**src/sbr_pkg.sv**
```systemverilog
package sbr_pkg;

   // ---------------------------------------------------------------
   // Register addresses
   // ---------------------------------------------------------------
   localparam logic [3:0] ADDR_NODE_ID_STATUS   = 4'h0;
   localparam logic [3:0] ADDR_GAP_RESET_CTRL   = 4'h1;
   localparam logic [3:0] ADDR_PORT_COUNT_INFO  = 4'h2;
   localparam logic [3:0] ADDR_SPEED_DELAY_INFO = 4'h3;
   localparam logic [3:0] ADDR_LINK_POWER_CTRL  = 4'h4;
   localparam logic [3:0] ADDR_INT_FEATURE_CTRL = 4'h5;
   localparam logic [3:0] ADDR_RESERVED_SIX     = 4'h6;
   localparam logic [3:0] ADDR_PAGE_PORT_SEL    = 4'h7;
   localparam logic [3:0] ADDR_PAGED_BASE       = 4'h8;

   // ---------------------------------------------------------------
   // Constant fields and reset values
   // ---------------------------------------------------------------
   localparam logic [2:0] EXTENDED_SET_VAL  = 3'h7;
   localparam logic [3:0] PORTS_DUAL_VAL    = 4'h2;
   localparam logic [3:0] PORTS_SINGLE_VAL  = 4'h1;
   localparam logic [2:0] SPEED_CAP_VAL     = 3'h2;
   localparam logic [3:0] REPEAT_DELAY_VAL  = 4'h1;
   localparam logic [2:0] REPEAT_JITTER_VAL = 3'h0;
   localparam logic [5:0] GAP_COUNT_RST     = 6'h3F;
   localparam logic [2:0] PAGE_SEL_RST      = 3'h0;
   localparam logic [3:0] PORT_SEL_RST      = 4'h0;
   localparam logic [7:0] PAGED_DATA_RST    = 8'h00;

   // ---------------------------------------------------------------
   // Pages that carry paged content; 2 to 6 are reserved
   // ---------------------------------------------------------------
   localparam logic [2:0] PAGE_RSVD_LO = 3'h2;
   localparam logic [2:0] PAGE_RSVD_HI = 3'h6;

   // ---------------------------------------------------------------
   // Bus reset control states
   // ---------------------------------------------------------------
   typedef enum logic [1:0] {
      SBR_IDLE      = 2'b00,
      SBR_WAIT_IDLE = 2'b01,
      SBR_RESETTING = 2'b10
   } sbr_state_t;

endpackage

```
**src/sbr_base_regs.sv**
```systemverilog
`timescale 1ns/1ps
module sbr_base_regs (
   // Clock and reset
   input  wire logic       clk_sys,
   input  wire logic       reset,
   // Register port
   input  wire logic [3:0] reg_addr,
   input  wire logic [7:0] reg_wdata,
   input  wire logic       reg_wr,
   input  wire logic       reg_rd,
   output logic      [7:0] reg_rdata,
   // Pins
   input  wire logic       cable_power_pin,
   input  wire logic       dual_port_strap,
   input  wire logic       contender_strap_pin,
   input  wire logic       link_power_status_input,
   // Events from the arbitration core
   input  wire logic       self_id_done,
   input  wire logic [5:0] self_id_node_addr,
   input  wire logic       tree_id_root,
   input  wire logic       bus_reset_event,
   input  wire logic       config_gap_load,
   input  wire logic [5:0] config_gap_value,
   input  wire logic       packet_busy,
   input  wire logic       config_timeout_event,
   input  wire logic       state_timeout_event,
   input  wire logic       port_event,
   input  wire logic       resume_event,
   // Controls to the arbitration core
   output logic            long_reset_start,
   output logic            short_reset_start,
   output logic            root_holdoff,
   output logic [5:0]      gap_count,
   output logic            link_activity,
   output logic            contender,
   output logic            accel_enable,
   output logic            node_address_valid,
   output logic            status_reg0_push
);

   // ---------------------------------------------------------------
   // Pin synchronisers
   // ---------------------------------------------------------------
   logic [1:0] cps_sync_r;
   logic [1:0] dual_sync_r;
   logic [1:0] cont_sync_r;
   logic [1:0] lps_sync_r;

   always_ff @(posedge clk_sys) begin
      cps_sync_r  <= {cps_sync_r[0], cable_power_pin};
      dual_sync_r <= {dual_sync_r[0], dual_port_strap};
      cont_sync_r <= {cont_sync_r[0], contender_strap_pin};
      lps_sync_r  <= {lps_sync_r[0], link_power_status_input};
   end

   wire cps_s  = cps_sync_r[1];
   wire dual_s = dual_sync_r[1];
   wire cont_s = cont_sync_r[1];
   wire lps_s  = lps_sync_r[1];

   // ---------------------------------------------------------------
   // Register state
   // ---------------------------------------------------------------
   logic [5:0] node_addr_r;
   logic       node_valid_r;
   logic       root_r;
   logic       cps_prev_r;
   logic       rhb_r;
   logic       ibr_r;
   logic [5:0] gap_r;
   logic       gap_touched_r;
   logic       link_active_control_r;
   logic       cont_r;
   logic       cont_loaded_r;
   logic [2:0] pwr_class_r;
   logic       resume_interrupt_enable_r;
   logic       short_bus_reset_request_r;
   logic       configuration_timeout_flag_r;
   logic       cable_power_flag_r;
   logic       state_timeout_flag_r;
   logic       pei_r;
   logic       eaa_r;
   logic       emc_r;
   logic [2:0] page_r;
   logic [3:0] port_sel_r;
   logic [7:0] base_rdata_r;
   logic       rd_paged_r;
   logic       rd_paged_rsvd_r;
   sbr_pkg::sbr_state_t state_r;
   sbr_pkg::sbr_state_t state_nxt;

   // ---------------------------------------------------------------
   // Address decode
   // ---------------------------------------------------------------
   wire       is_paged  = reg_addr[3];
   wire       wr_base   = reg_wr && !is_paged;
   wire       wr_r1     = wr_base && reg_addr == sbr_pkg::ADDR_GAP_RESET_CTRL;
   wire       wr_r4     = wr_base && reg_addr == sbr_pkg::ADDR_LINK_POWER_CTRL;
   wire       wr_r5     = wr_base && reg_addr == sbr_pkg::ADDR_INT_FEATURE_CTRL;
   wire       wr_r7     = wr_base && reg_addr == sbr_pkg::ADDR_PAGE_PORT_SEL;
   wire       page_rsvd = page_r >= sbr_pkg::PAGE_RSVD_LO &&
                          page_r <= sbr_pkg::PAGE_RSVD_HI;
   wire       wr_paged  = reg_wr && is_paged && !page_rsvd;
   wire [5:0] page_addr = {page_r, reg_addr[2:0]};

   // Bit 0 in the register map numbering is the MSB, so it sits at [7].
   wire w_rhb  = reg_wdata[7];
   wire w_ibr  = reg_wdata[6];
   wire w_lctl = reg_wdata[7];
   wire w_cont = reg_wdata[6];
   wire w_resume_interrupt_enable = reg_wdata[7];
   wire w_short_bus_reset_request = reg_wdata[6];
   wire w_configuration_timeout_flag = reg_wdata[5];
   wire w_cable_power_flag = reg_wdata[4];
   wire w_state_timeout_flag = reg_wdata[3];
   wire w_pei  = reg_wdata[2];
   wire w_eaa  = reg_wdata[1];
   wire w_emc  = reg_wdata[0];

   // ---------------------------------------------------------------
   // Read mux; base fields never look at the page.
   // ---------------------------------------------------------------
   wire [3:0] ports_val = dual_s ? sbr_pkg::PORTS_DUAL_VAL
                                 : sbr_pkg::PORTS_SINGLE_VAL;
   wire [7:0] rd_r0 = {node_addr_r, root_r, cps_s};
   wire [7:0] rd_r1 = {rhb_r, ibr_r, gap_r};
   wire [7:0] rd_r2 = {sbr_pkg::EXTENDED_SET_VAL, 1'b0,
                       ports_val};
   wire [7:0] rd_r3 = {sbr_pkg::SPEED_CAP_VAL, 1'b0,
                       sbr_pkg::REPEAT_DELAY_VAL};
   wire [7:0] rd_r4 = {link_active_control_r, cont_r, sbr_pkg::REPEAT_JITTER_VAL,
                       pwr_class_r};
   wire [7:0] rd_r5 = {resume_interrupt_enable_r, short_bus_reset_request_r, configuration_timeout_flag_r, cable_power_flag_r,
                       state_timeout_flag_r, pei_r, eaa_r, emc_r};
   wire [7:0] rd_r7 = {page_r, 1'b0, port_sel_r};
   logic [7:0] base_mux;

   always_comb begin
      unique case (reg_addr[2:0])
         3'h0:    base_mux = rd_r0;
         3'h1:    base_mux = rd_r1;
         3'h2:    base_mux = rd_r2;
         3'h3:    base_mux = rd_r3;
         3'h4:    base_mux = rd_r4;
         3'h5:    base_mux = rd_r5;
         3'h6:    base_mux = 8'h00;
         3'h7:    base_mux = rd_r7;
      endcase
   end

   // ---------------------------------------------------------------
   // Paged storage
   // ---------------------------------------------------------------
   logic [7:0] paged_rdata;

   sbr_page_mem u_page_mem (
      .clk_sys (clk_sys),
      .reset   (reset),
      .wr_en   (wr_paged),
      .wr_addr (page_addr),
      .wr_data (reg_wdata),
      .rd_addr (page_addr),
      .rd_data (paged_rdata)
   );

   always_ff @(posedge clk_sys) begin
      if (reset) begin
         base_rdata_r    <= 8'h00;
         rd_paged_r      <= 1'b0;
         rd_paged_rsvd_r <= 1'b0;
      end else begin
         base_rdata_r    <= reg_rd ? base_mux : 8'h00;
         rd_paged_r      <= reg_rd && is_paged;
         rd_paged_rsvd_r <= page_rsvd;
      end
   end

   // The paged memory output is already a register; the final select
   // is a flop-fed mux so read data stand only in the following cycle.
   assign reg_rdata = !rd_paged_r      ? base_rdata_r :
                      rd_paged_rsvd_r  ? 8'h00 : paged_rdata;

   // ---------------------------------------------------------------
   // Node identity and root
   // ---------------------------------------------------------------
   always_ff @(posedge clk_sys) begin
      if (reset) begin
         node_addr_r  <= 6'h00;
         node_valid_r <= 1'b0;
         root_r       <= 1'b0;
         status_reg0_push <= 1'b0;
      end else begin
         status_reg0_push <= self_id_done;
         if (bus_reset_event) begin
            node_valid_r <= 1'b0;
            root_r       <= 1'b0;
         end else begin
            if (self_id_done) begin
               node_addr_r  <= self_id_node_addr;
               node_valid_r <= 1'b1;
            end
            if (tree_id_root) begin
               root_r <= 1'b1;
            end
         end
      end
   end

   // ---------------------------------------------------------------
   // Gap count and root holdoff
   // ---------------------------------------------------------------
   wire gap_load = wr_r1 || config_gap_load;
   wire [5:0] gap_val = wr_r1 ? reg_wdata[5:0] : config_gap_value;

   always_ff @(posedge clk_sys) begin
      if (reset) begin
         rhb_r            <= 1'b0;
         gap_r            <= sbr_pkg::GAP_COUNT_RST;
         gap_touched_r    <= 1'b0;
      end else begin
         if (wr_r1) begin
            rhb_r <= w_rhb;
         end
         if (gap_load) begin
            gap_r         <= gap_val;
            gap_touched_r <= 1'b1;
         end else if (bus_reset_event) begin
            // A load survives exactly one bus reset; the next one with
            // no load in between restores the default.
            gap_touched_r <= 1'b0;
            if (!gap_touched_r) begin
               gap_r <= sbr_pkg::GAP_COUNT_RST;
            end
         end
      end
   end

   // ---------------------------------------------------------------
   // Link control, contender, power class
   // ---------------------------------------------------------------
   always_ff @(posedge clk_sys) begin
      if (reset) begin
         link_active_control_r       <= 1'b1;
         cont_r        <= 1'b0;
         cont_loaded_r <= 1'b0;
         pwr_class_r   <= 3'h0;
      end else begin
         cont_loaded_r <= 1'b1;
         if (wr_r4) begin
            link_active_control_r     <= w_lctl;
            cont_r      <= w_cont;
            pwr_class_r <= reg_wdata[2:0];
         end else if (!cont_loaded_r) begin
            cont_r <= cont_s;
         end
      end
   end

   // ---------------------------------------------------------------
   // Register 5: enables and write-one-to-clear flags
   // ---------------------------------------------------------------
   wire cps_fall  = cps_prev_r && !cps_s;
   wire pei_set   = port_event || (resume_interrupt_enable_r && resume_event);

   always_ff @(posedge clk_sys) begin
      if (reset) begin
         resume_interrupt_enable_r     <= 1'b0;
         configuration_timeout_flag_r     <= 1'b0;
         cable_power_flag_r     <= 1'b1;
         state_timeout_flag_r     <= 1'b0;
         pei_r      <= 1'b0;
         eaa_r      <= 1'b0;
         emc_r      <= 1'b0;
         cps_prev_r <= 1'b0;
      end else begin
         cps_prev_r <= cps_s;
         if (wr_r5) begin
            resume_interrupt_enable_r <= w_resume_interrupt_enable;
            eaa_r  <= w_eaa;
            emc_r  <= w_emc;
         end
         // Set wins over a same-cycle write of one.
         configuration_timeout_flag_r <= config_timeout_event || (configuration_timeout_flag_r && !(wr_r5 && w_configuration_timeout_flag));
         cable_power_flag_r <= cps_fall || (cable_power_flag_r && !(wr_r5 && w_cable_power_flag));
         state_timeout_flag_r <= state_timeout_event || (state_timeout_flag_r && !(wr_r5 && w_state_timeout_flag));
         pei_r  <= pei_set || (pei_r && !(wr_r5 && w_pei));
      end
   end

   // ---------------------------------------------------------------
   // Page and port selection
   // ---------------------------------------------------------------
   always_ff @(posedge clk_sys) begin
      if (reset) begin
         page_r     <= sbr_pkg::PAGE_SEL_RST;
         port_sel_r <= sbr_pkg::PORT_SEL_RST;
      end else if (wr_r7) begin
         page_r     <= reg_wdata[7:5];
         port_sel_r <= reg_wdata[3:0];
      end
   end

   // ---------------------------------------------------------------
   // Bus reset requests
   // ---------------------------------------------------------------
   wire ibr_set  = wr_r1 && w_ibr;
   wire short_bus_reset_request_set = wr_r5 && w_short_bus_reset_request;

   always_comb begin
      state_nxt = state_r;
      unique case (state_r)
         sbr_pkg::SBR_IDLE: begin
            if (ibr_r || short_bus_reset_request_r) begin
               state_nxt = sbr_pkg::SBR_WAIT_IDLE;
            end
         end
         sbr_pkg::SBR_WAIT_IDLE: begin
            if (bus_reset_event) begin
               state_nxt = sbr_pkg::SBR_IDLE;
            end else if (!packet_busy) begin
               state_nxt = sbr_pkg::SBR_RESETTING;
            end
         end
         sbr_pkg::SBR_RESETTING: begin
            if (bus_reset_event) begin
               state_nxt = sbr_pkg::SBR_IDLE;
            end
         end
         default: state_nxt = sbr_pkg::SBR_IDLE;
      endcase
   end

   wire go_reset = state_r == sbr_pkg::SBR_WAIT_IDLE && !packet_busy &&
                   !bus_reset_event;

   always_ff @(posedge clk_sys) begin
      if (reset) begin
         state_r           <= sbr_pkg::SBR_IDLE;
         ibr_r             <= 1'b0;
         short_bus_reset_request_r            <= 1'b0;
         long_reset_start  <= 1'b0;
         short_reset_start <= 1'b0;
      end else begin
         state_r           <= state_nxt;
         long_reset_start  <= go_reset && ibr_r;
         short_reset_start <= go_reset && !ibr_r && short_bus_reset_request_r;
         if (bus_reset_event) begin
            ibr_r  <= 1'b0;
            short_bus_reset_request_r <= 1'b0;
         end else begin
            if (ibr_set) begin
               ibr_r <= 1'b1;
            end
            if (short_bus_reset_request_set) begin
               short_bus_reset_request_r <= 1'b1;
            end
         end
      end
   end

   // ---------------------------------------------------------------
   // Status outputs
   // ---------------------------------------------------------------
   always_ff @(posedge clk_sys) begin
      if (reset) begin
         root_holdoff       <= 1'b0;
         gap_count          <= sbr_pkg::GAP_COUNT_RST;
         link_activity      <= 1'b0;
         contender          <= 1'b0;
         accel_enable       <= 1'b0;
         node_address_valid <= 1'b0;
      end else begin
         root_holdoff       <= rhb_r;
         gap_count          <= gap_r;
         link_activity      <= link_active_control_r && lps_s;
         contender          <= cont_r;
         accel_enable       <= eaa_r;
         node_address_valid <= node_valid_r;
      end
   end

endmodule

```
**src/sbr_page_mem.sv**
```systemverilog
`timescale 1ns/1ps
// Storage for the paged registers: 8 pages of 8 bytes each, with a
// registered read port.
module sbr_page_mem (
   // Clock and reset
   input  wire logic       clk_sys,
   input  wire logic       reset,
   // Write port
   input  wire logic       wr_en,
   input  wire logic [5:0] wr_addr,
   input  wire logic [7:0] wr_data,
   // Read port
   input  wire logic [5:0] rd_addr,
   output logic      [7:0] rd_data
);

   logic [7:0] mem_r [64];

   always_ff @(posedge clk_sys) begin
      if (wr_en) begin
         mem_r[wr_addr] <= wr_data;
      end
   end

   always_ff @(posedge clk_sys) begin
      if (reset) begin
         rd_data <= sbr_pkg::PAGED_DATA_RST;
      end else begin
         rd_data <= mem_r[rd_addr];
      end
   end

endmodule

```
**config.mk**
```make
export PLATFORM = sky130hd
export DESIGN_NAME = sbr_base_regs
export DESIGN_NICKNAME = d
export VERILOG_FILES = /design/src/sbr_pkg.sv /design/src/sbr_base_regs.sv /design/src/sbr_page_mem.sv
export SDC_FILE = /design/constraint.sdc
export NUM_CORES = 1
export LEC_CHECK = 0
export BUFFER_PORTS_ARGS = -buffer_cell sky130_fd_sc_hd__buf_2
export CORE_MARGIN = 1.5
export CORE_UTILIZATION = 55
export CTS_BUF_LIST = sky130_fd_sc_hd__clkbuf_2 sky130_fd_sc_hd__clkbuf_4 sky130_fd_sc_hd__clkbuf_8
export CTS_CLUSTER_DIAMETER = 50
export DETAILED_ROUTE_END_ITERATION = 10
export GPL_ROUTABILITY_DRIVEN = 0
export PLACE_DENSITY_LB_ADDON = 0.05
export SYNTH_ARGS = -nofsm -noshare
export SYNTH_HDL_FRONTEND = slang
export SYNTH_SLANG_ARGS = --single-unit
export TNS_END_PERCENT = 1
```
**constraint.sdc**
```tcl
create_clock -name clk_sys -period 6.9 [get_ports clk_sys]
set_clock_uncertainty 0.1 [all_clocks]
set_input_delay 0.69 -clock clk_sys [delete_from_list [all_inputs] [get_ports clk_sys]]
set_output_delay 0.69 -clock clk_sys [all_outputs]
set_load 0.03 [all_outputs]
```
### Yosys cells after proc, flatten, opt, wreduce, memory -nomap -nowiden

Memory sizes are Yosys's and may differ from the RTL's. A register that Yosys moved wholly into a read port is not among the register bits.
Index checks and enable logic that the tools add are counted.

| word-level totals | value |
|---|---|
| register bits | 73 |
| bits in latches | 0 |
| RAM bits | 512 |
| bits in read-only memories | 0 |
| input port bits | 41 |
| output and inout bits | 22 |
| memories | 1 |

| cells by class | value |
|---|---|
| $add $sub $neg | 0 |
| $mul | 0 |
| div/mod/pow operators | 0 |
| $lt $le $gt $ge | 2 |
| equality and inequality tests | 18 |
| shifts and indexed selects | 0 |
| multiplexer cells | 20 |
| bitwise gates (word level) | 2 |
| reduce and logical (&&, ||, !) cells | 52 |

Memory list:

| name | depth | width | rd ports | clocked after Yosys merged registers in | write ports | RTL line | RTL |
|---|---|---|---|---|---|---|---|
| u_page_mem.mem_r | 64 | 8 | 1 | 1 | 1 | sbr_page_mem.sv:17 | `logic [7:0] mem_r [64];` |

Operators with widths:

| operator | count |
|---|---|
| $pmux 8 s8 | 1 |
| $logic_and 1x1->1 | 27 |
| $mux 6 | 4 |
| $mux 8 | 2 |
| $eq 3x3->1 const B | 4 |
| $eq 4x3->1 const B | 3 |
| $logic_not 1->1 | 10 |
| $mux 2 | 5 |
| $logic_or 1x1->1 | 7 |
| $mux 1 | 7 |
| $eq 3x2->1 const B | 2 |
| $pmux 2 s3 | 1 |
| $eq 4x1->1 const B | 1 |
| $ne 2x1->1 const B | 2 |
| $ne 2x2->1 const B | 2 |
| $reduce_and 2->1 | 2 |
| $reduce_or 2->1 | 2 |
| $eq 3x1->1 const B | 1 |
| $ge 3x2->1 const B | 1 |
| $le 3x3->1 const B | 1 |
| $logic_not 3->1 | 1 |
| $ne 3x3->1 const B | 1 |
| $reduce_and 3->1 | 1 |
| $eq 2x1->1 const B | 1 |
| 4 further kinds | 5 |

### Longest topological paths before layout

Gate-level depths: netlist of run 1.

| depth | value |
|---|---|
| depth in word-level cells | 7 |
| gate-level depth with buffers | 9 |
| depth with buffers taken out | 5 |

### By module

A second synthesis of run 1 with hierarchy kept.

| unflattened totals | value |
|---|---|
| cell total of the unflattened synthesis | 1210 |
| area total of the unflattened synthesis | 22957.0 sq um |

By module, submodules not included:

| module | instances | cells an instance | area an instance (sq um) |
|---|---|---|---|
| sbr_page_mem | 1 | 921 | 20120.5 |
| sbr_base_regs | 1 | 289 | 2836.5 |

### Least setup slack after synthesis of run 1

No wires, ideal clock.

| timing | value |
|---|---|
| path kind | input to register |
| start point | input reg_addr[0] |
| end point | memory u_page_mem.mem_r[56][0] (enable) |
| arrival time | 2.424 ns |
| setup slack | 3.982 ns |
| stages on the path | 6 |
| path buffers | 5 |
| cell sequence | buf_6 > buf_4 > buf_4 > buf_2 > buf_2 > nor4_1 |

RTL lines:

| what | RTL line | RTL |
|---|---|---|
| start: declaration | sbr_base_regs.sv:7 | `input wire logic [3:0] reg_addr,` |
| end: declaration | sbr_page_mem.sv:17 |  |

Straight into the memory's write port.

### Final worst setup path of run 1

| timing | value |
|---|---|
| start point | register page_r[0] |
| end point | memory u_page_mem.mem_r[12][0] (enable) |

| between the ends | value |
|---|---|
| cells in the longest elaborated chain, start to end | 6 |

Ends and longest elaborated chain:

| what | RTL line | RTL |
|---|---|---|
| start: declaration | sbr_base_regs.sv:84 | `logic [2:0] page_r;` |
| start signal: assignment | sbr_base_regs.sv:295 | `page_r <= sbr_pkg::PAGE_SEL_RST;` |
| start signal: assignment | sbr_base_regs.sv:298 | `page_r <= reg_wdata[7:5];` |
| $ge 3x2->1 / $le 3x3->1 (equally long branches) | sbr_base_regs.sv:101, sbr_base_regs.sv:102 |  |
| $logic_and 1x1->1 | sbr_base_regs.sv:101 | `wire page_rsvd = page_r >= sbr_pkg::PAGE_RSVD_LO &&` |
| $logic_not 1->1 | sbr_base_regs.sv:103 | `wire wr_paged = reg_wr && is_paged && !page_rsvd;` |
| $logic_and 1x1->1 | sbr_base_regs.sv:103 |  |
| $mux 1 | sbr_page_mem.sv:20 | `if (wr_en) begin` |
| $mux 1 (implied by the code) | sbr_page_mem.sv:21 | `mem_r[wr_addr] <= wr_data;` |

Several ways; a longest one is shown, not always the timed one.

==> run_results.csv, run 1 <==
group,metric,value,unit
run_status,status,"finished clean",
route,drt-wirelength-per-cell,20.6,µm
route,drt.antenna.violating_nets,0,
sta,tns,0,ns
cells_and_area,num-nets-final,1724,
route,routed.top_layer,"met4",
route,wl_met2,22800,µm
logic_synthesis,dominant_combinational_cell_family_by_area_after_synthesis,"multiplexers",
die,num_rows,74,
cts,clock-sinks,593,
cells_and_area,num_antenna_cells,0,
cts,cts.reportedPaths.clkPinSlew,0.06,ns
cells_and_area,fill_cell_instance_count_of_the_final_layout,3022,
logic_synthesis,synth_area,0.0229,mm²
logic_synthesis,synth_xor_xnor_area_share,0,
cts,cts.root.buffer_cell,"clkbuf_8",
global_route,antenna_violations_before_repair,0,
logic_synthesis,ys_warnings,0,
cts,cts-htree-levels,3,
logic_synthesis,synth_top_cell_by_area,"edfxtp_1",
cts,post_cts_hold_buffer_count,4,
route,drt_pass1_iterations,5,
power_and_ir_drop,leakage,0.00975,µW
global_route,grt_max_degree,97,
cts,clk-insertion-delay-late,0.67,ns
cts,cts_post_setup_buffers_inserted,0,
cells_and_area,post_route_cells_drive_above_1_share,0.206,
logic_synthesis,yosys-top-cells-area,"edfxtp_1, mux4_2, dfxtp_1, mux2i_1, nor2_1",
die,floorplan.die.width,207,µm
worst_hold_path,min_delay_path_class,"primary input to flop",
sta,finalCritPeriodShare,0.503,
die,start_util,0.558,
cells_and_area,area_delta_synth_final,17.2,%
logic_synthesis,ys_seq_area_frac,0.744,
logic_synthesis,synth_seq_cells,593,
setup_path,criticalPathCategory,"flop to flop",
route,wirelength_met1,19900,µm
power_and_ir_drop,power_per_cell_area,282,mW/mm²
place,port-buffer-count,62,
cells_and_area,design_area,0.0268,mm²
logic_synthesis,muxShareOfSynthArea,0.135,
die,die_area,0.0428,mm²
setup_path,cp_slowest_stage_delay,1.11,ns
setup_path,worstPathBufferInverterCount,1,
sta,grt_setup_unrepaired,"no",
power_and_ir_drop,irDropWorstVdd,0.168,mV
logic_synthesis,yosys.area_share.simple,0.0518,
sta,max_freq,288,MHz
route,total_wirelength_of_the_detailed_routed_design,47300,µm
cts,post_cts_resized,0,
place,dpl.cell_count,2113,
flow_run,maxCapViolCount,0,
cts,tritoncts_clock_tree,"yes",
setup_path,end_kind,"flop",
setup_path,path_cells,"buf_4, nand2b_1, nor2_1, nand3_1, nor3_1",
global_route,grt_first_pass_wirelength,70800,µm
logic_synthesis,synth.lib_cells_used.distinct,58,
place,placedInstanceArea,0.0248,mm²
cts,clock_tree.buffer_depth,3,
setup_path,timing.critical_path.max_delay_family,"simple AND/OR/NAND/NOR gates",
route,num_vias,12359,
cells_and_area,sequential_cell_area,0.0170,mm²
route,met3_length,3550,µm
logic_synthesis,synth_area_in_adders,0,
die,core_area,0.0409,mm²
sta,drv_slew,0,
logic_synthesis,synth_compound_area_frac,0.0483,
logic_synthesis,yosys_most_used_dff,"edfxtp_1",
global_route,grt_usage,0.227,
setup_path,startpoint_type,"flop",
global_route,first_global_vias,12288,
cts,cts-buffers-inserted,96,
cells_and_area,multiInputGateArea,0.00657,mm²
logic_synthesis,synth-edff-count,512,
sta,hold_viol_final,0,
die,num_io_pins,63,
logic_synthesis,synth_area_per_cell,18.3,µm²
place,detailedPlacementHpwl,28100,µm
sta,finalCriticalPeriod,3.47,ns
sta,setup_viol,0,
sta,tightestPinTransition,1.34,ns
route,viasPerCell,5.39,
logic_synthesis,synth_top_cell_area_share,0.673,
setup_path,cp.arrival,3.63,ns
setup_path,critPathRequiredTime,7.06,ns
global_route,globalRoute.totalOverflow,0,
setup_path,critical_path_peak_fanout,18,
setup_path,timing.critical_path.slowest_stage_cell,"nor3_1",
die,die_h,207,µm
logic_synthesis,synthArstFlopShare,0,
logic_synthesis,syn_inst,1249,
sta,finalHoldWorstSlack,0.133,ns
sta,maxSlewHeadroom,0.0967,
cells_and_area,fin_cells,2295,
route,drc_errors,0,
cells_and_area,postLayoutCoreUtil,0.654,
route,detailed_route_iter0_violations,1032,
area by class of cell:
| type | count | area share |
|---|---|---|
| Clock buffer | 149 | 0.0672 |
| Clock inverter | 29 | 0.00500 |
| Inverter | 16 | 0.00224 |
| Multi-Input combinational cell | 888 | 0.245 |
| Sequential cell | 593 | 0.635 |
| Tap cell | 532 | 0.0249 |
| Timing Repair Buffer | 88 | 0.0209 |
report_power, final:
group / leakage, µW / switching (µW) / internal, µW
sequential: 0.00552 / 49.1 / 4090
clock: 0.00104 / 1320 / 1660
combinational: 0.00318 / 266 / 167
cells by family (layout without fill, tap and decap cells):
| family | after synthesis | count (layout) |
|---|---|---|
| AOI/OAI and AO/OA | 149 | 149 |
| buffers and inverters | 87 | 282 |
| DFF | 593 | 593 |
| muxes | 186 | 186 |
| other | 1 | 320 |
| and+or+nand+nor | 233 | 233 |
through the flow:
step	total power [µW]	worst slack, ns
floorplan	4480	3.98
global placement	4630	3.30
detailed placement	4650	3.23
CTS	7630	3.54
global route	7830	3.38
finish	7550	3.43
registers in the layout, indices dropped and copies added, names as in the netlist, 4 cells and up:
signal / count
u_page_mem.rd_data: 8
port_sel_r: 4
gap_count: 6
gap_r: 6
base_rdata_r: 8
node_addr_r: 6
u_page_mem.mem_r: 512
cells in the final DEF (no fill, tap or decap), drive strengths merged, types with 6 or more instances in the layout:
master / instances
edfxtp: 512
conb: 320
clkbuf: 151
mux4: 96
mux2i: 82
buf: 82
dfxtp: 81
nor2: 69
nand2: 42
a22oi: 27
clkinv: 27
nor3: 25
o21ai: 19
nand3: 17
inv: 17
nor2b: 15
a21oi: 14
o22ai: 13
nor3b: 13
o221ai: 12
a211oi: 12
nand3b: 11
and3: 9
mux2: 8
o211ai: 7
a221oi: 7
a41oi: 6
or2: 6
per-layer routing:
layer | vias up | track usage
li1 | 5615 | -
met1 | 6265 | 0.305
met2 | 389 | 0.359
met3 | 90 | 0.0669
met4 | 0 | 0.0776
met5 | - | 0
Yosys cell counts, types with 8 or more instances:
master / count
edfxtp_1: 512
mux4_2: 95
mux2i_1: 82
dfxtp_1: 81
nor2_1: 67
nand2_1: 42
buf_2: 28
a22oi_1: 27
nor3_1: 24
clkbuf_1: 19
o21ai_0: 19
nand3_1: 17
inv_1: 16
nor2b_1: 15
a21oi_1: 14
nor3b_1: 13
o22ai_1: 13
a211oi_1: 12
o221ai_1: 12
nand3b_1: 11
and3_1: 9
buf_4: 8
mux2_2: 8
worst paths after layout:
| kind | end | cells after the start | start | slack (ns) |
|---|---|---|---|---|
| max | u_page_mem.mem_r[12][0]$_DFFE_PP_ | 5 | page_r[0]$_SDFFE_PP0P_ | 3.43 |
| min | root_r$_SDFFE_PP0P_ | 2 | tree_id_root | 0.13 |
| max reg2reg | u_page_mem.mem_r[12][0]$_DFFE_PP_ | 5 | page_r[0]$_SDFFE_PP0P_ | 3.43 |
| min reg2reg | dual_sync_r[1]$_DFF_P_ | 0 | dual_sync_r[0]$_DFF_P_ | 0.23 |
Note: power is estimated with default switching activity, not from simulation.
==> run 2: changes to the inputs <==
==> constraint.sdc (replaced) <==
create_clock -name clk_sys -period 3.3 [get_ports clk_sys]
set_clock_uncertainty 0.1 [all_clocks]
set_input_delay 0.33 -clock clk_sys [delete_from_list [all_inputs] [get_ports clk_sys]]
set_output_delay 0.33 -clock clk_sys [all_outputs]
set_load 0.03 [all_outputs]
==> run 2 against run 1 <==
  * First-iteration DRC count fell by 1.5%
  * Combinational power rose by 120%
  * Non-clock buffer count rose by 81
  * Via count rose by 1.9%
  * Routed wire length rose by 3.5%
  * Cell count rose by 3.5%
  * Global-route usage rose by 1.0 points
  * Largest power group unchanged
==> run_results.csv, run 2 (synthesis gave the netlist of run 1 again) <==
group,metric,value,unit
die,start_util,0.558,
cts,cts.root.buffer_cell,"clkbuf_8",
setup_path,end_kind,"flop",
route,drt_pass1_iterations,5,
cts,post_cts_hold_buffer_count,30,
die,floorplan.die.width,207,µm
die,num_rows,74,
route,drc_errors,0,
cts,cts-buffers-inserted,96,
global_route,grt_usage,0.238,
sta,tns,0,ns
worst_hold_path,hold_path_depth,1,
cts,post_cts_resized,0,
cells_and_area,layout.cells.most_common_list,"edfxtp_1, conb_1, clkbuf_8",
sta,finalHoldWorstSlack,0.0602,ns
sta,maxSlewHeadroom,0.202,
sta,finalCriticalPeriod,2.58,ns
global_route,grt_first_pass_wirelength,73700,µm
setup_path,timing.critical_path.max_delay_family,"compound AO/OA/AOI/OAI gates",
cts,tritoncts_clock_tree,"yes",
sta,drv_slew,0,
sta,finalCritPeriodShare,0.781,
setup_path,critPathRequiredTime,3.72,ns
power_and_ir_drop,power_per_cell_area,578,mW/mm²
cells_and_area,post_route_cells_drive_above_1_share,0.224,
route,num_vias,12593,
global_route,antenna_violations_before_repair,2,
place,port-buffer-count,62,
setup_path,cp_slowest_stage_delay,0.74,ns
cells_and_area,reg.largest.list,"u_page_mem.mem_r x512, base_rdata_r x8, u_page_mem.rd_data x8",
cells_and_area,num-nets-final,1805,
sta,grt_setup_unrepaired,"no",
setup_path,cp.arrival,3.00,ns
route,total_wirelength_of_the_detailed_routed_design,48900,µm
place,detailedPlacementHpwl,31100,µm
sta,max_freq,388,MHz
power_and_ir_drop,leakage,0.0101,µW
die,die_h,207,µm
worst_hold_path,hold_endpoint,"u_page_mem.mem_r[9][2]$_DFFE_PP_",
worst_hold_path,min_delay_path_class,"primary input to flop",
setup_path,crit-reg2reg-launch,"page_r[0]$_SDFFE_PP0P_",
setup_path,path_cells,"and3b_1, and2_1, a22oi_1, a31oi_1, a221o_1",
cts,cts_post_setup_buffers_inserted,0,
sta,tightestPinTransition,1.20,ns
global_route,grt_max_degree,69,
cts,clock_tree.buffer_depth,3,
run_status,status,"finished clean",
setup_path,timing.rr.end,"u_page_mem.rd_data[2]$_SDFF_PP0_",
cts,cts-htree-levels,3,
setup_path,startpoint_type,"flop",
die,num_io_pins,63,
route,viasPerCell,5.30,
power_and_ir_drop,total_power,15900,µW
cts,clock-sinks,593,
setup_path,timing.critical_path.slowest_stage_cell,"dfxtp_1",
setup_path,ff_to_ff_setup_slack,0.72,ns
flow_run,maxCapViolCount,0,
route,detailed_route_iter0_violations,1017,
setup_path,criticalPathCategory,"flop to flop",
setup_path,critical_path_peak_fanout,14,
power_and_ir_drop,irDropWorstVdd,0.357,mV
setup_path,worst-r2r-cell-count,5,
route,drt.antenna.violating_nets,0,
setup_path,worstPathBufferInverterCount,0,
cells_and_area,registers.top_by_ff_count,"u_page_mem.mem_r",
cells_and_area,num_antenna_cells,0,
cells_and_area,area_delta_synth_final,20.3,%
route,drt-wirelength-per-cell,20.6,µm
cells_and_area,largest_register_ff_count,512,
global_route,globalRoute.totalOverflow,0,
cts,cts.reportedPaths.clkPinSlew,0.06,ns
die,die_area,0.0428,mm²
worst_hold_path,timing.hold.worst.start,"reg_wdata[2]",
die,core_area,0.0409,mm²
sta,setup_viol,0,
sta,hold_viol_final,0,
cts,clk-insertion-delay-late,0.66,ns
global_route,first_global_vias,12723,
cells_and_area,mostFrequentLayoutCell,"edfxtp_1",
==> run 2: per-layer routing <==
metal | part of all wire | vias to the layer above | track usage
met1 | 0.42 | 6291 | 0.320
met4 | 0.027 | 4 | 0.0838
met2 | 0.48 | 428 | 0.380
met3 | 0.072 | 101 | 0.0609
met5 | 0.00063 | - | 0
li1 | - | 5769 | -
==> run 2: worst max-delay path by stage <==
stage | from | end | cells after the start
2_1_floorplan | reg_addr[0] | u_page_mem.mem_r[56][0]$_DFFE_PP_ | 6
3_3_place_gp | reg_addr[0] | u_page_mem.rd_data[4]$_SDFF_PP0_ | 7
3_5_place_dp | reg_addr[1] | u_page_mem.rd_data[0]$_SDFF_PP0_ | 7
4_1_cts | page_r[1]$_SDFFE_PP0P_ | u_page_mem.mem_r[8][1]$_DFFE_PP_ | 6
5_1_grt | rd_paged_r$_SDFF_PP0_ | reg_rdata[4] | 4
6_report | page_r[0]$_SDFFE_PP0P_ | u_page_mem.rd_data[2]$_SDFF_PP0_ | 5
==> run 2: area by class of cell <==
cell class              instances  area, µm²
inverters                      16       60.1
flip-flops and latches        593      17000
well taps                     532        666
clock buffers                 140       1700
repair buffers                169       1270
multi-input cells             888       6570
fillers                      2956      13400
clock inverters                38        234
==> run 2: stage by stage <==
stage / instances / util / worst slack, ns / area, µm²
floorplan: 1568 / - / 0.742 / 24000
global placement: 2168 / 0.617 / 0.615 / 25300
detailed placement: 2168 / 0.617 / 0.671 / 25300
CTS: 2376 / 0.672 / 0.797 / 27500
global route: 2376 / 0.672 / 0.650 / 27500
finish: 2376 / 0.672 / 0.724 / 27500
==> run 2: power breakdown <==
| part | total, µW | internal (µW) | switching [µW] |
|---|---|---|---|
| clock network | 6280 | 3470 | 2800 |
| registers | 8660 | 8550 | 105 |
| logic | 969 | 391 | 578 |
==> run 3: changes to the inputs <==
==> constraint.sdc (replaced) <==
create_clock -name clk_sys -period 2.7 [get_ports clk_sys]
set_clock_uncertainty 0.1 [all_clocks]
set_input_delay 0.27 -clock clk_sys [delete_from_list [all_inputs] [get_ports clk_sys]]
set_output_delay 0.27 -clock clk_sys [all_outputs]
set_load 0.03 [all_outputs]
==> run 3 against run 2 <==
  * Global-route usage about the same
  * Count of clock-buffer cells in the layout increased by 4
  * Die area unchanged
  * Routed wire length decreased by 0.38%
  * Setup slack got worse by 0.41 ns
  * Clock power increased by 17%
  * Sequential share of layout area decreased by 0.65 points
  * Cell count increased by 1.6%
  * Power increased by 20%
  * First-iteration DRC count decreased by 0.29%
  * Largest power group unchanged
  * Highest routed layer unchanged
==> run_results.csv, run 3 (synthesis gave the netlist of run 1 again) <==
group,metric,value,unit
setup_path,end_kind,"output pin",
sta,grt_setup_unrepaired,"no",
cells_and_area,num_antenna_cells,0,
cts,cts_post_setup_buffers_inserted,0,
sta,worst_slack,0.310,ns
place,port-buffer-count,62,
setup_path,critical_path.endpoint,"reg_rdata[0]",
setup_path,crit_start,"rd_paged_r$_SDFF_PP0_",
route,drt.antenna.violating_nets,0,
sta,drv_slew,0,
die,core_area,0.0409,mm²
run_status,status,"finished clean",
cells_and_area,largest_register_ff_count,512,
sta,finalCriticalPeriod,2.39,ns
global_route,grt_usage,0.238,
cells_and_area,layout.cells.most_common_list,"edfxtp_1, conb_1, buf_4",
setup_path,ff_to_ff_setup_slack,0.38,ns
global_route,first_global_vias,13004,
place,detailedPlacementHpwl,31500,µm
sta,hold_viol_final,0,
route,num_vias,12744,
cells_and_area,postLayoutCoreUtil,0.679,
cts,cts.reportedPaths.clkPinSlew,0.06,ns
setup_path,timing.rr.end,"u_page_mem.mem_r[56][3]$_DFFE_PP_",
setup_path,criticalPathCategory,"flop to output pin",
sta,tns,0,ns
setup_path,crit-reg2reg-launch,"page_r[2]$_SDFFE_PP0P_",
cells_and_area,sequential_cell_area,0.0170,mm²
cells_and_area,multiInputGateArea,0.00657,mm²
cells_and_area,fill_cell_instance_count_of_the_final_layout,2901,
flow_run,maxCapViolCount,0,
setup_path,startpoint_type,"flop",
cts,clk-insertion-delay-late,0.66,ns
cts,post_cts_resized,0,
global_route,grt_max_degree,69,
cts,cts-buffers-inserted,95,
route,viasPerCell,5.28,
cells_and_area,mostFrequentLayoutCell,"edfxtp_1",
cells_and_area,reg.largest.list,"u_page_mem.mem_r x512, base_rdata_r x8, u_page_mem.rd_data x8",
power_and_ir_drop,power_per_cell_area,689,mW/mm²
sta,max_freq,418,MHz
cts,post_cts_hold_buffer_count,31,
setup_path,timing.critical_path.slowest_stage_cell,"dfxtp_1",
place,setup_ws_pre_cts,0.0979,ns
cts,cts.root.buffer_cell,"clkbuf_8",
setup_path,worst-r2r-cell-count,5,
cells_and_area,registers.top_by_ff_count,"u_page_mem.mem_r",
cts,tritoncts_clock_tree,"yes",
route,total_wirelength_of_the_detailed_routed_design,48700,µm
cells_and_area,fin_cells,2415,
cells_and_area,area_delta_synth_final,21.6,%
die,num_io_pins,63,
die,die_h,207,µm
setup_path,cp.arrival,2.02,ns
global_route,grt_first_pass_wirelength,73700,µm
die,floorplan.die.width,207,µm
route,drt-wirelength-per-cell,20.2,µm
route,detailed_route_iter0_violations,1014,
route,drt_pass1_iterations,5,
worst_hold_path,min_delay_path_class,"primary input to flop",
cells_and_area,num-nets-final,1850,
cells_and_area,post_route_cells_drive_above_1_share,0.244,
power_and_ir_drop,irDropWorstVdd,0.514,mV
cts,clock-sinks,593,
global_route,antenna_violations_before_repair,2,
place,dpl.cell_count,2213,
setup_path,cp_slowest_stage_delay,0.47,ns
setup_path,critPathRequiredTime,2.33,ns
global_route,globalRoute.totalOverflow,0,
setup_path,path_cells,"nor2b_1, nand2_1, o21ai_0, buf_2",
sta,tightestPinTransition,0.775,ns
die,die_area,0.0428,mm²
die,num_rows,74,
sta,setup_viol,0,
cts,cts-htree-levels,3,
power_and_ir_drop,leakage,0.0103,µW
setup_path,critical_path_peak_fanout,10,
die,start_util,0.558,
sta,maxSlewHeadroom,0.483,
cts,clock_tree.buffer_depth,3,
route,drc_errors,0,
sta,finalCritPeriodShare,0.885,
[run 3: cell types whose count changed in the layout (fill, tap and decap cells not counted), sizes merged]
cell,before,now
buf,137,182
clkinv,30,24
dlygate4sd3,30,31
inv,19,17
bufinv,2,0
clkinvlp,3,2
clkbuf,142,146
[run 3: metal layers]
layer / part of all wire / vias up / track usage
li1: - / 5868 / -
met5: 0.00057 / - / 0
met1: 0.42 / 6395 / 0.321
met2: 0.48 / 394 / 0.380
met3: 0.068 / 83 / 0.0579
met4: 0.025 / 4 / 0.0840
[run 3: area by class of cell]
class | count | area share
tap | 532 | 0.0240
clock buffer | 144 | 0.0617
inverter | 16 | 0.00216
timing repair buffer | 215 | 0.0596
sequential | 593 | 0.612
multi-input combinational | 888 | 0.236
clock inverter | 27 | 0.00459
[run 3: worst min-delay path by stage]
| stage | cells after the start | from | slack, ns | endpoint |
|---|---|---|---|---|
| floorplan | 0 | contender_strap_pin | 0.20 | cont_sync_r[0]$_DFF_P_ |
| global placement | 0 | dual_sync_r[0]$_DFF_P_ | 0.21 | dual_sync_r[1]$_DFF_P_ |
| detailed placement | 0 | lps_sync_r[0]$_DFF_P_ | 0.22 | lps_sync_r[1]$_DFF_P_ |
| CTS | 3 | reg_wr | 0.003 | ibr_r$_SDFFE_PP0P_ |
| global route | 3 | reg_wr | 0.03 | ibr_r$_SDFFE_PP0P_ |
| finish | 3 | reg_wr | 0.05 | ibr_r$_SDFFE_PP0P_ |
[run 3: stage by stage]
step | total power [µW] | hold slack [ns] | instance area, µm²
6_report | 19100 | 0.0483 | 27800
5_1_grt | 19900 | 0.0341 | 27800
4_1_cts | 19300 | 0.00254 | 27800
3_5_place_dp | 12000 | 0.221 | 25600
3_3_place_gp | 11900 | 0.212 | 25600
2_1_floorplan | 11500 | 0.198 | 24000
[run 3: critical path, delay by kind of cell (launching register included)]
family	cells	cell delay, ns
buffers and inverters	1	0.24
AO/OA/AOI/OAI	1	0.12
AND/OR/NAND/NOR	2	0.54
flip-flops	1	0.47
[run 3: report_power, final]
group | internal [µW] | switching, µW
sequential | 10500 | 127
combinational | 512 | 709
clock | 4040 | 3310
